==> src/verilog/vap_pkg.sv <==
// Constants for the ancillary packet formatter: register map, packet words, layout.
// Assumes a 10-bit BT.656 word path and an 8-bit sub-address register port.
`default_nettype none
package vap_pkg;
  // Register sub-addresses
  localparam logic [7:0] ADDR_EVEN_EN_LO    = 8'h48;
  localparam logic [7:0] ADDR_EVEN_EN_HI    = 8'h49;
  localparam logic [7:0] ADDR_ODD_EN_LO     = 8'h4a;
  localparam logic [7:0] ADDR_ODD_EN_HI     = 8'h4b;
  localparam logic [7:0] ADDR_PACKING       = 8'h4c;
  localparam logic [7:0] ADDR_STATUS        = 8'h4d;
  // Reset values
  localparam logic [15:0] LINE_EN_RESET     = 16'h0000;
  localparam logic        PACKING_RESET     = 1'b0;
  localparam int          PACKING_BIT       = 0;
  localparam logic        PACK_NIBBLE       = 1'b0;
  // Fixed packet words
  localparam logic [9:0] WORD_PRE_ZERO      = 10'h000;
  localparam logic [9:0] WORD_PRE_ONES      = 10'h3ff;
  localparam logic [9:0] WORD_DID           = 10'h140;
  localparam logic [9:0] WORD_PAD           = 10'h200;
  // Data count codes
  localparam logic [1:0] DC_FOUR            = 2'b01;
  localparam logic [1:0] DC_EIGHT           = 2'b10;
  // Word positions inside a packet
  localparam logic [3:0] IDX_PRE0           = 4'h0;
  localparam logic [3:0] IDX_PRE1           = 4'h1;
  localparam logic [3:0] IDX_PRE2           = 4'h2;
  localparam logic [3:0] IDX_DID            = 4'h3;
  localparam logic [3:0] IDX_SDID           = 4'h4;
  localparam logic [3:0] IDX_DC             = 4'h5;
  localparam logic [3:0] IDX_UDW0           = 4'h6;
  localparam logic [3:0] UDW_SHORT          = 4'h4;
  localparam logic [3:0] UDW_LONG           = 4'h8;
  localparam logic [3:0] CC_BYTES           = 4'h2;
  // Sequencer states, Gray along idle -> pending -> sending
  typedef enum logic [1:0] {
    ST_IDLE = 2'b00,
    ST_PEND = 2'b01,
    ST_SEND = 2'b11
  } vap_state_e;
endpackage
`default_nettype wire
==> src/verilog/vap_formatter.sv <==
// Ancillary packet formatter: captures sliced line data, inserts packets after EAV.
// Assumes hblank_start_in pulses on the first word after EAV and slicer inputs are clk_in synchronous.
`timescale 1ns/10ps
`default_nettype none
// Summary of operation
// - Two 16-bit line enable masks, even and odd field, gate capture per line.
// - Packet only when line enabled and slicer reported data for that line.
// - Packet starts right after EAV; payload never readable on register port.
// - Packet opens with preamble words 000, 3ff, 3ff.
// - Data identification word is 140 for guide data and caption alike.
// - Secondary id: bit 7 even field flag, bit 6 double rate flag.
// - Secondary id bits 5:2 hold the line code, bits 1:0 zero.
// - Id, count and nibble words: bit 8 even parity, bit 9 its inverse.
// - Count word bits 3:2 hold number of user words divided by four.
// - Sizes: 2x nibble 8/10, else 4/01; 1x byte has two pads.
// - Byte packing sends byte per word; nibble sends high then low nibble.
// - Pad words fill user section to a multiple of four words.
// - Checksum sums bits 8:2 of id, count and user words, low bits zero.
// - Checksum bit 9 is inverse of checksum bit 8.
// - Guide data only from NTSC; caption data from PAL and NTSC.
// - Packing bit 0 selects nibble packing, 1 selects byte packing.
module vap_formatter
  import vap_pkg::*;
#(
  parameter int LINES = 16
) (
  input  wire logic        clk_in,
  input  wire logic        resetn_in,
  input  wire logic        ce_in,
  input  wire logic        reg_wr_in,
  input  wire logic        reg_rd_in,
  input  wire logic [7:0]  reg_addr_in,
  input  wire logic [7:0]  reg_wdata_in,
  output logic      [7:0]  reg_rdata_out,
  input  wire logic        std_ntsc_in,
  input  wire logic        slice_valid_in,
  input  wire logic        slice_caption_in,
  input  wire logic        slice_double_in,
  input  wire logic        slice_even_in,
  input  wire logic [3:0]  slice_line_in,
  input  wire logic [31:0] slice_bytes_in,
  input  wire logic        hblank_start_in,
  input  wire logic [9:0]  vid_data_in,
  output logic      [9:0]  vid_data_out,
  output logic             anc_active_out
);
  import vap_pkg::*;

  // Configuration registers
  logic [LINES-1:0] even_field_line_enable_q;
  logic [LINES-1:0] odd_field_line_enable_q;
  logic             payload_packing_select_q;
  logic [7:0]       reg_rdata_q;

  // Sequencer state, captured line data, word index, checksum and output registers
  vap_state_e  state_q;
  vap_state_e  state_d;
  logic        even_field_flag_q;
  logic        double_rate_flag_q;
  logic        pack_byte_q;
  logic [3:0]  line_q;
  logic [31:0] bytes_q;
  logic [3:0]  idx_q;
  logic [6:0]  csum_q;
  logic [9:0]  vid_q;
  logic        active_q;

  // Register decode
  wire wr_even_lo;
  wire wr_even_hi;
  wire wr_odd_lo;
  wire wr_odd_hi;
  wire wr_pack;
  assign wr_even_lo = ce_in && reg_wr_in && (reg_addr_in == ADDR_EVEN_EN_LO);
  assign wr_even_hi = ce_in && reg_wr_in && (reg_addr_in == ADDR_EVEN_EN_HI);
  assign wr_odd_lo  = ce_in && reg_wr_in && (reg_addr_in == ADDR_ODD_EN_LO);
  assign wr_odd_hi  = ce_in && reg_wr_in && (reg_addr_in == ADDR_ODD_EN_HI);
  assign wr_pack    = ce_in && reg_wr_in && (reg_addr_in == ADDR_PACKING);

  wire [7:0] status_byte;
  assign status_byte = {6'h00, (state_q == ST_SEND), (state_q == ST_PEND)};

  // Payload is absent from the read mux on purpose
  logic [7:0] rd_mux;
  always_comb begin
    unique case (reg_addr_in)
      ADDR_EVEN_EN_LO: rd_mux = even_field_line_enable_q[7:0];
      ADDR_EVEN_EN_HI: rd_mux = even_field_line_enable_q[15:8];
      ADDR_ODD_EN_LO:  rd_mux = odd_field_line_enable_q[7:0];
      ADDR_ODD_EN_HI:  rd_mux = odd_field_line_enable_q[15:8];
      ADDR_PACKING:    rd_mux = {7'h00, payload_packing_select_q};
      ADDR_STATUS:     rd_mux = status_byte;
      default:         rd_mux = 8'h00;
    endcase
  end

  always_ff @(posedge clk_in or negedge resetn_in) begin
    if (!resetn_in) begin
      even_field_line_enable_q <= LINE_EN_RESET;
      odd_field_line_enable_q  <= LINE_EN_RESET;
    end else begin
      if (wr_even_lo) even_field_line_enable_q[7:0]  <= reg_wdata_in;
      if (wr_even_hi) even_field_line_enable_q[15:8] <= reg_wdata_in;
      if (wr_odd_lo)  odd_field_line_enable_q[7:0]   <= reg_wdata_in;
      if (wr_odd_hi)  odd_field_line_enable_q[15:8]  <= reg_wdata_in;
    end
  end

  always_ff @(posedge clk_in or negedge resetn_in) begin
    if (!resetn_in) begin
      payload_packing_select_q <= PACKING_RESET;
    end else if (wr_pack) begin
      payload_packing_select_q <= reg_wdata_in[PACKING_BIT];
    end
  end

  always_ff @(posedge clk_in or negedge resetn_in) begin
    if (!resetn_in) begin
      reg_rdata_q <= 8'h00;
    end else if (ce_in && reg_rd_in) begin
      reg_rdata_q <= rd_mux;
    end
  end
  assign reg_rdata_out = reg_rdata_q;

  // Capture qualification
  wire line_enabled;
  wire std_ok;
  wire capture;
  assign line_enabled = slice_even_in ? even_field_line_enable_q[slice_line_in]
                                      : odd_field_line_enable_q[slice_line_in];
  assign std_ok  = slice_caption_in || std_ntsc_in;
  assign capture = slice_valid_in && line_enabled && std_ok && (state_q != ST_SEND);

  // Packet geometry
  wire       nibble_mode;
  wire [3:0] udw_count;
  wire [3:0] idx_cs;
  wire [1:0] dc_code;
  wire       in_udw;
  wire [3:0] udw_idx;
  assign nibble_mode = (pack_byte_q == PACK_NIBBLE);
  assign udw_count   = (double_rate_flag_q && nibble_mode) ? UDW_LONG : UDW_SHORT;
  assign dc_code     = (double_rate_flag_q && nibble_mode) ? DC_EIGHT : DC_FOUR;
  assign idx_cs      = IDX_UDW0 + udw_count;
  assign in_udw      = (idx_q >= IDX_UDW0) && (idx_q < idx_cs);
  assign udw_idx     = idx_q - IDX_UDW0;

  // Raw byte and nibble selection
  wire [1:0] byte_sel;
  wire [7:0] raw_byte;
  wire [3:0] raw_nib;
  wire [3:0] raw_bytes_n;
  wire       is_pad;
  assign byte_sel    = nibble_mode ? udw_idx[2:1] : udw_idx[1:0];
  assign raw_byte    = bytes_q[{byte_sel, 3'b000} +: 8];
  assign raw_nib     = udw_idx[0] ? raw_byte[3:0] : raw_byte[7:4];
  assign raw_bytes_n = double_rate_flag_q ? UDW_SHORT : CC_BYTES;
  assign is_pad      = !nibble_mode && (udw_idx >= raw_bytes_n);

  // Bodies that receive parity
  wire [7:0] sdid_body;
  wire [7:0] dc_body;
  wire [7:0] nib_body;
  assign sdid_body = {even_field_flag_q, double_rate_flag_q, line_q, 2'b00};
  assign dc_body   = {4'h0, dc_code, 2'b00};
  assign nib_body  = {2'b00, raw_nib, 2'b00};

  logic [7:0] par_body;
  always_comb begin
    if (idx_q == IDX_SDID) begin
      par_body = sdid_body;
    end else if (idx_q == IDX_DC) begin
      par_body = dc_body;
    end else begin
      par_body = nib_body;
    end
  end

  wire [9:0] par_word;
  vap_parity_word #(
    .W (8)
  ) u_parity (
    .body_in  (par_body),
    .word_out (par_word)
  );

  // Checksum word, bits 1:0 always zero
  wire [9:0] cs_word;
  assign cs_word = {~csum_q[6], csum_q, 2'b00};

  logic [9:0] pkt_word;
  always_comb begin
    if (idx_q == IDX_PRE0) begin
      pkt_word = WORD_PRE_ZERO;
    end else if (idx_q == IDX_PRE1 || idx_q == IDX_PRE2) begin
      pkt_word = WORD_PRE_ONES;
    end else if (idx_q == IDX_DID) begin
      pkt_word = WORD_DID;
    end else if (idx_q == IDX_SDID || idx_q == IDX_DC) begin
      pkt_word = par_word;
    end else if (in_udw && nibble_mode) begin
      pkt_word = par_word;
    end else if (in_udw && is_pad) begin
      pkt_word = WORD_PAD;
    end else if (in_udw) begin
      pkt_word = {raw_byte, 2'b00};
    end else begin
      pkt_word = cs_word;
    end
  end

  wire last_word;
  wire start_pkt;
  assign last_word = (state_q == ST_SEND) && (idx_q == idx_cs);
  assign start_pkt = (state_q == ST_PEND) && hblank_start_in;

  // Sequencer
  always_comb begin
    state_d = state_q;
    unique case (state_q)
      ST_IDLE: if (capture) state_d = ST_PEND;
      ST_PEND: if (start_pkt) state_d = ST_SEND;
      ST_SEND: if (last_word) state_d = ST_IDLE;
      default: state_d = ST_IDLE;
    endcase
  end

  always_ff @(posedge clk_in or negedge resetn_in) begin
    if (!resetn_in) begin
      state_q <= ST_IDLE;
    end else if (ce_in) begin
      state_q <= state_d;
    end
  end

  // Captured line data; a newer slice replaces a pending one
  always_ff @(posedge clk_in or negedge resetn_in) begin
    if (!resetn_in) begin
      even_field_flag_q  <= 1'b0;
      double_rate_flag_q <= 1'b0;
      pack_byte_q        <= PACKING_RESET;
      line_q             <= 4'h0;
      bytes_q            <= 32'h0000_0000;
    end else if (ce_in && capture) begin
      even_field_flag_q  <= slice_even_in;
      double_rate_flag_q <= slice_double_in && !slice_caption_in;
      pack_byte_q        <= payload_packing_select_q;
      line_q             <= slice_line_in;
      bytes_q            <= slice_bytes_in;
    end
  end

  // Word index and running checksum
  wire word_step;
  assign word_step = (state_q == ST_SEND) && !last_word;

  always_ff @(posedge clk_in or negedge resetn_in) begin
    if (!resetn_in) begin
      idx_q <= IDX_PRE0;
    end else if (ce_in) begin
      if (start_pkt) begin
        idx_q <= IDX_PRE1;
      end else if (word_step) begin
        idx_q <= idx_q + 4'h1;
      end else if (last_word) begin
        idx_q <= IDX_PRE0;
      end
    end
  end

  always_ff @(posedge clk_in or negedge resetn_in) begin
    if (!resetn_in) begin
      csum_q <= 7'h00;
    end else if (ce_in) begin
      if (start_pkt) begin
        csum_q <= 7'h00;
      end else if (word_step && (idx_q == IDX_DID)) begin
        csum_q <= pkt_word[8:2];
      end else if (word_step && (idx_q > IDX_DID)) begin
        csum_q <= csum_q + pkt_word[8:2];
      end
    end
  end

  // Output word: packet replaces blanking words, else stream passes through
  wire       sending;
  wire [9:0] out_d;
  assign sending = start_pkt || (state_q == ST_SEND);
  assign out_d   = start_pkt ? WORD_PRE_ZERO : ((state_q == ST_SEND) ? pkt_word : vid_data_in);

  always_ff @(posedge clk_in or negedge resetn_in) begin
    if (!resetn_in) begin
      vid_q    <= 10'h000;
      active_q <= 1'b0;
    end else if (ce_in) begin
      vid_q    <= out_d;
      active_q <= sending;
    end
  end
  assign vid_data_out   = vid_q;
  assign anc_active_out = active_q;
endmodule
`default_nettype wire

==> src/verilog/vap_parity_word.sv <==
// Adds even parity over bits 8:0 and its inverse in bit 9 to an 8-bit body.
// Assumes the body already carries zeros in its two low bits where needed.
`timescale 1ns/10ps
`default_nettype none
module vap_parity_word #(
  parameter int W = 8
) (
  input  wire logic [W-1:0] body_in,
  output logic      [W+1:0] word_out
);
  wire parity_bit;
  assign parity_bit = ^body_in;
  assign word_out   = {~parity_bit, parity_bit, body_in};
endmodule
`default_nettype wire

==> config.mk <==
export PLATFORM = sky130hd
export DESIGN_NAME = vap_formatter
export DESIGN_NICKNAME = d
export VERILOG_FILES = /design/src/verilog/vap_pkg.sv /design/src/verilog/vap_formatter.sv /design/src/verilog/vap_parity_word.sv
export SDC_FILE = /design/constraint.sdc
export NUM_CORES = 1
export LEC_CHECK = 0
export BUFFER_PORTS_ARGS = -buffer_cell sky130_fd_sc_hd__buf_2
export CORE_MARGIN = 2
export CORE_UTILIZATION = 45
export CTS_BUF_LIST = sky130_fd_sc_hd__clkbuf_4
export DETAILED_ROUTE_END_ITERATION = 7
export GPL_ROUTABILITY_DRIVEN = 0
export MAX_ROUTING_LAYER = met4
export PLACE_DENSITY = 0.66
export SLEW_MARGIN = 10
export SYNTH_ARGS = -nofsm -noshare
export SYNTH_HDL_FRONTEND = slang
export SYNTH_HIERARCHICAL = 1
export SYNTH_SLANG_ARGS = --single-unit
==> constraint.sdc <==
create_clock -name clk_in -period 12.7 [get_ports clk_in]
set_input_delay 0.635 -clock clk_in [delete_from_list [all_inputs] [get_ports clk_in]]
set_output_delay 0.635 -clock clk_in [all_outputs]
set_load 0.005 [all_outputs]
==> summary.txt <==
Placed design
  – DP HPWL: 10200 um
  – I/O Buffers: 91
  – DP Worst Slack: 8060 ps

Floorplan
  – Chip height: 119 um
  – Total number of placement rows: 41
  – CORE AREA: 12700 um2
  – Initial Utilization: 46.4%
  – Die ar.: 14100 um2
  – # IOs: 92
  – Die X: 119 um

Synthesis
  – Synth async-reset ratio: 100%
  – Yosys cell types: 53
  – Post-Syn Area: 5910 um2
  – Ys flop type: dfrtp_1
  – Number of flops mapped to enable cells by yosys: 0
  – Sequential share of the synthesized area: 44.1%
  – Cells after Synth: 514
  – Syn Area/Cell: 11.5 um2
  – Synth warn: 6
  – Register bit count reported by yosys: 104

Critical path
  – Startpoint Class: flip-flop
  – Worst R2R Setup Slack: 8000 ps
  – FF-to-FF path depth: 18
  – R2R Path End: csum_q[6]$_DFFE_PN0P_
  – Worst R2R Start: pack_byte_q$_DFFE_PN0P_
  – CP Max Fanout: 8
  – Critical path class: reg2reg
  – Worst Setup End Kind: flip-flop
  – Arr. time, crit path: 5110 ps
  – Critical Path RT: 13110 ps

Global routing
  – Met3 usage in global routing: 4.15%
  – Met2 usage: 32.5%
  – Most Crowded Layer GR: met2
  – Largest net degree at the start of global routing: 77
  – Initial antenna violation count: 1
  – Global route total overflow: 0
  – Global-route wire length before repair: 22900 um
  – Total GRT Usage: 21.1%
  – Met1 Track Usage GR: 28.3%
  – Vias in the first global route: 4477

Power
  – Power Internal: 0.490 mW
  – Leakage: 3.09 nW
  – PD cells: 111 nW/um2
  – Clock network power share: 21.2%
  – Switching part of the total: 32.8%
  – Psw: 0.239 mW
  – Combinational power share: 28.4%
  – VDD IR-drop max: 0.0000465 V
  – Reg power frac: 50.4%

Clock network
  – # clock sinks: 104
  – Deepest clock path buffer count: 2
  – H-tree Lvls: 3
  – CTS tree: yes
  – Worst skew pair latency: 490 ps
  – TritonCTS buffer count: 9
  – Clock-pin slew on the worst setup and hold paths: 160 ps
  – Clock root cell: clkbuf_4
  – Cts hold-fix bufs: 0
  – Setup bufs post-CTS: 0
  – Cts repair resizes: 0

Min path
  – Hold Path Class: in2async

STA
  – # setup viols final: 0
  – Worst Skew: 22.8 ps
  – Final hold slack: 40.8 ps
  – Worst Max-Slew Pin Slew: 955 ps
  – Fmax: 213 MHz
  – Worst setup margin: 8000 ps
  – Slew Limit Fails: 0
  – Relative slew slack: 36.3%
  – Final period util: 37.0%
  – RSZ-0062 raised after global routing: no
  – Fin Setup TNS: 0 ps
  – Min Tclk post-route: 4700 ps
  – Final Hold Fails: 0

Routing
  – DRC Markers: 0
  – Pre-antenna DRT Iters: 4
  – DRT antenna net count: 0
  – Wire length per cell: 17.7 um
  – Vias: 4254
  – 1st-iter DRT viols: 237
  – Vias/cell: 5.55
  – Final WL: 13600 um

Status
  – Run status: completed

Finish
  – Commonest non-fill, non-tap cells in the layout: 104 x dfrtp_1, 90 x buf_2, 64 x mux2_2, 53 x nand2_1, 31 x o21ai_0
  – Filler cells: 1178
  – Commonest non-fill, non-tap cell in the layout: dfrtp_1
  – Area Growth Syn to Fin: 10.7%
  – Final Net Count: 678
  – Share of cells above drive strength 1: 33.8%

Flow run
  – Max-Cap Viols: 0
==> logic make-up (layout without fill, tap and decap cells) <==
group / after synthesis / count (layout) / share of synthesized area [%]
AOI/OAI and AO/OA: 114 / 114 / 12.1
and+or+nand+nor: 118 / 118 / 9.72
buffers and inverters: 43 / 120 / 3.75
xor gates and xnor gates: 15 / 15 / 2.22
adders and majority gates: 15 / 15 / 3.30
muxes: 104 / 104 / 24.8
DFF: 104 / 104 / 44.1
other: 1 / 5 / 0.0635
==> power groups by stage <==
stage	clock, mW	sequential [mW]	combinational (mW)
floorplan	0	0.368	0.157
global placement	0	0.372	0.202
detailed placement	0	0.373	0.206
CTS	0.160	0.367	0.206
global route	0.172	0.370	0.232
finish	0.154	0.367	0.207
==> flip-flops by register name, indices dropped and copies added, names as in the netlist <==
| name | count |
|---|---|
| reg_rdata_out | 8 |
| payload_packing_select_q | 1 |
| anc_active_out | 1 |
| vid_data_out | 10 |
| pack_byte_q | 1 |
| bytes_q | 32 |
| idx_q | 4 |
| even_field_flag_q | 1 |
| line_q | 4 |
| double_rate_flag_q | 1 |
| state_q | 2 |
| even_field_line_enable_q | 16 |
| csum_q | 7 |
| odd_field_line_enable_q | 16 |
==> synth_stat cells (all sizes together), types with 12 or more instances <==
| library cell | count | area (um2) |
|---|---|---|
| a21oi | 24 | 120 |
| a31oi | 12 | 75.1 |
| and2 | 16 | 100 |
| buf | 17 | 124 |
| clkbuf | 13 | 48.8 |
| dfrtp | 104 | 2600 |
| ha | 14 | 175 |
| inv | 13 | 48.8 |
| mux2 | 72 | 811 |
| mux4 | 26 | 589 |
| nand2 | 54 | 205 |
| nor2 | 19 | 71.3 |
| o21ai | 33 | 165 |
| xnor2 | 12 | 105 |
==> per-stage QoR <==
step                cell area, um2  power, mW  cells  util, %
finish                        6540      0.728    767     51.4
global route                  6540      0.774    767     51.4
CTS                           6540      0.733    766     51.4
detailed placement            6430      0.579    751     50.5
global placement              6430      0.574    751     50.5
floorplan                     5920      0.525    517        -
==> layout make-up <==
cell class / count / area, um2 / share of cell area, %
multi-input cells: 370 / 3090 / 47.3
flip-flops and latches: 104 / 2600 / 39.8
diodes: 1 / 2.50 / 0.0383
well taps: 172 / 215 / 3.29
inverters: 13 / 48.8 / 0.746
repair buffers: 92 / 465 / 7.12
clock inverters: 5 / 33.8 / 0.517
clock buffers: 10 / 75.1 / 1.15
==> worst max-delay path: stages, from the launching register on <==
cell	delay [ps]
dfrtp_1	480
inv_1	190
mux2i_2	660
mux4_1	690
mux2i_1	210
nor2_1	60
a21oi_1	130
o21ai_0	140
o21a_1	230
and2_1	160
ha_1	200
fa_1	430
a211oi_1	240
o21bai_1	100
a21oi_1	190
xnor2_1	140
nand2_1	80
xor2_1	150
o21ai_0	140
==> layer usage <==
layer	share of wire (%)	wire (um)
met1	45	6180
met2	47	6440
met3	5.7	771
met4	1.5	208
met5	0	0
==> worst max-delay path by stage <==
stage / startpoint / endpoint / slack, ps / cells past startpoint
after floorplan: pack_byte_q$_DFFE_PN0P_ / csum_q[6]$_DFFE_PN0P_ / 8420 / 19
after global placement: pack_byte_q$_DFFE_PN0P_ / csum_q[6]$_DFFE_PN0P_ / 8180 / 18
after detailed placement: pack_byte_q$_DFFE_PN0P_ / csum_q[6]$_DFFE_PN0P_ / 8060 / 18
after CTS: pack_byte_q$_DFFE_PN0P_ / csum_q[6]$_DFFE_PN0P_ / 8010 / 18
after global routing: pack_byte_q$_DFFE_PN0P_ / csum_q[6]$_DFFE_PN0P_ / 7580 / 18
final: pack_byte_q$_DFFE_PN0P_ / csum_q[6]$_DFFE_PN0P_ / 8000 / 18
No activity file was read; power rests on OpenSTA's default activity.
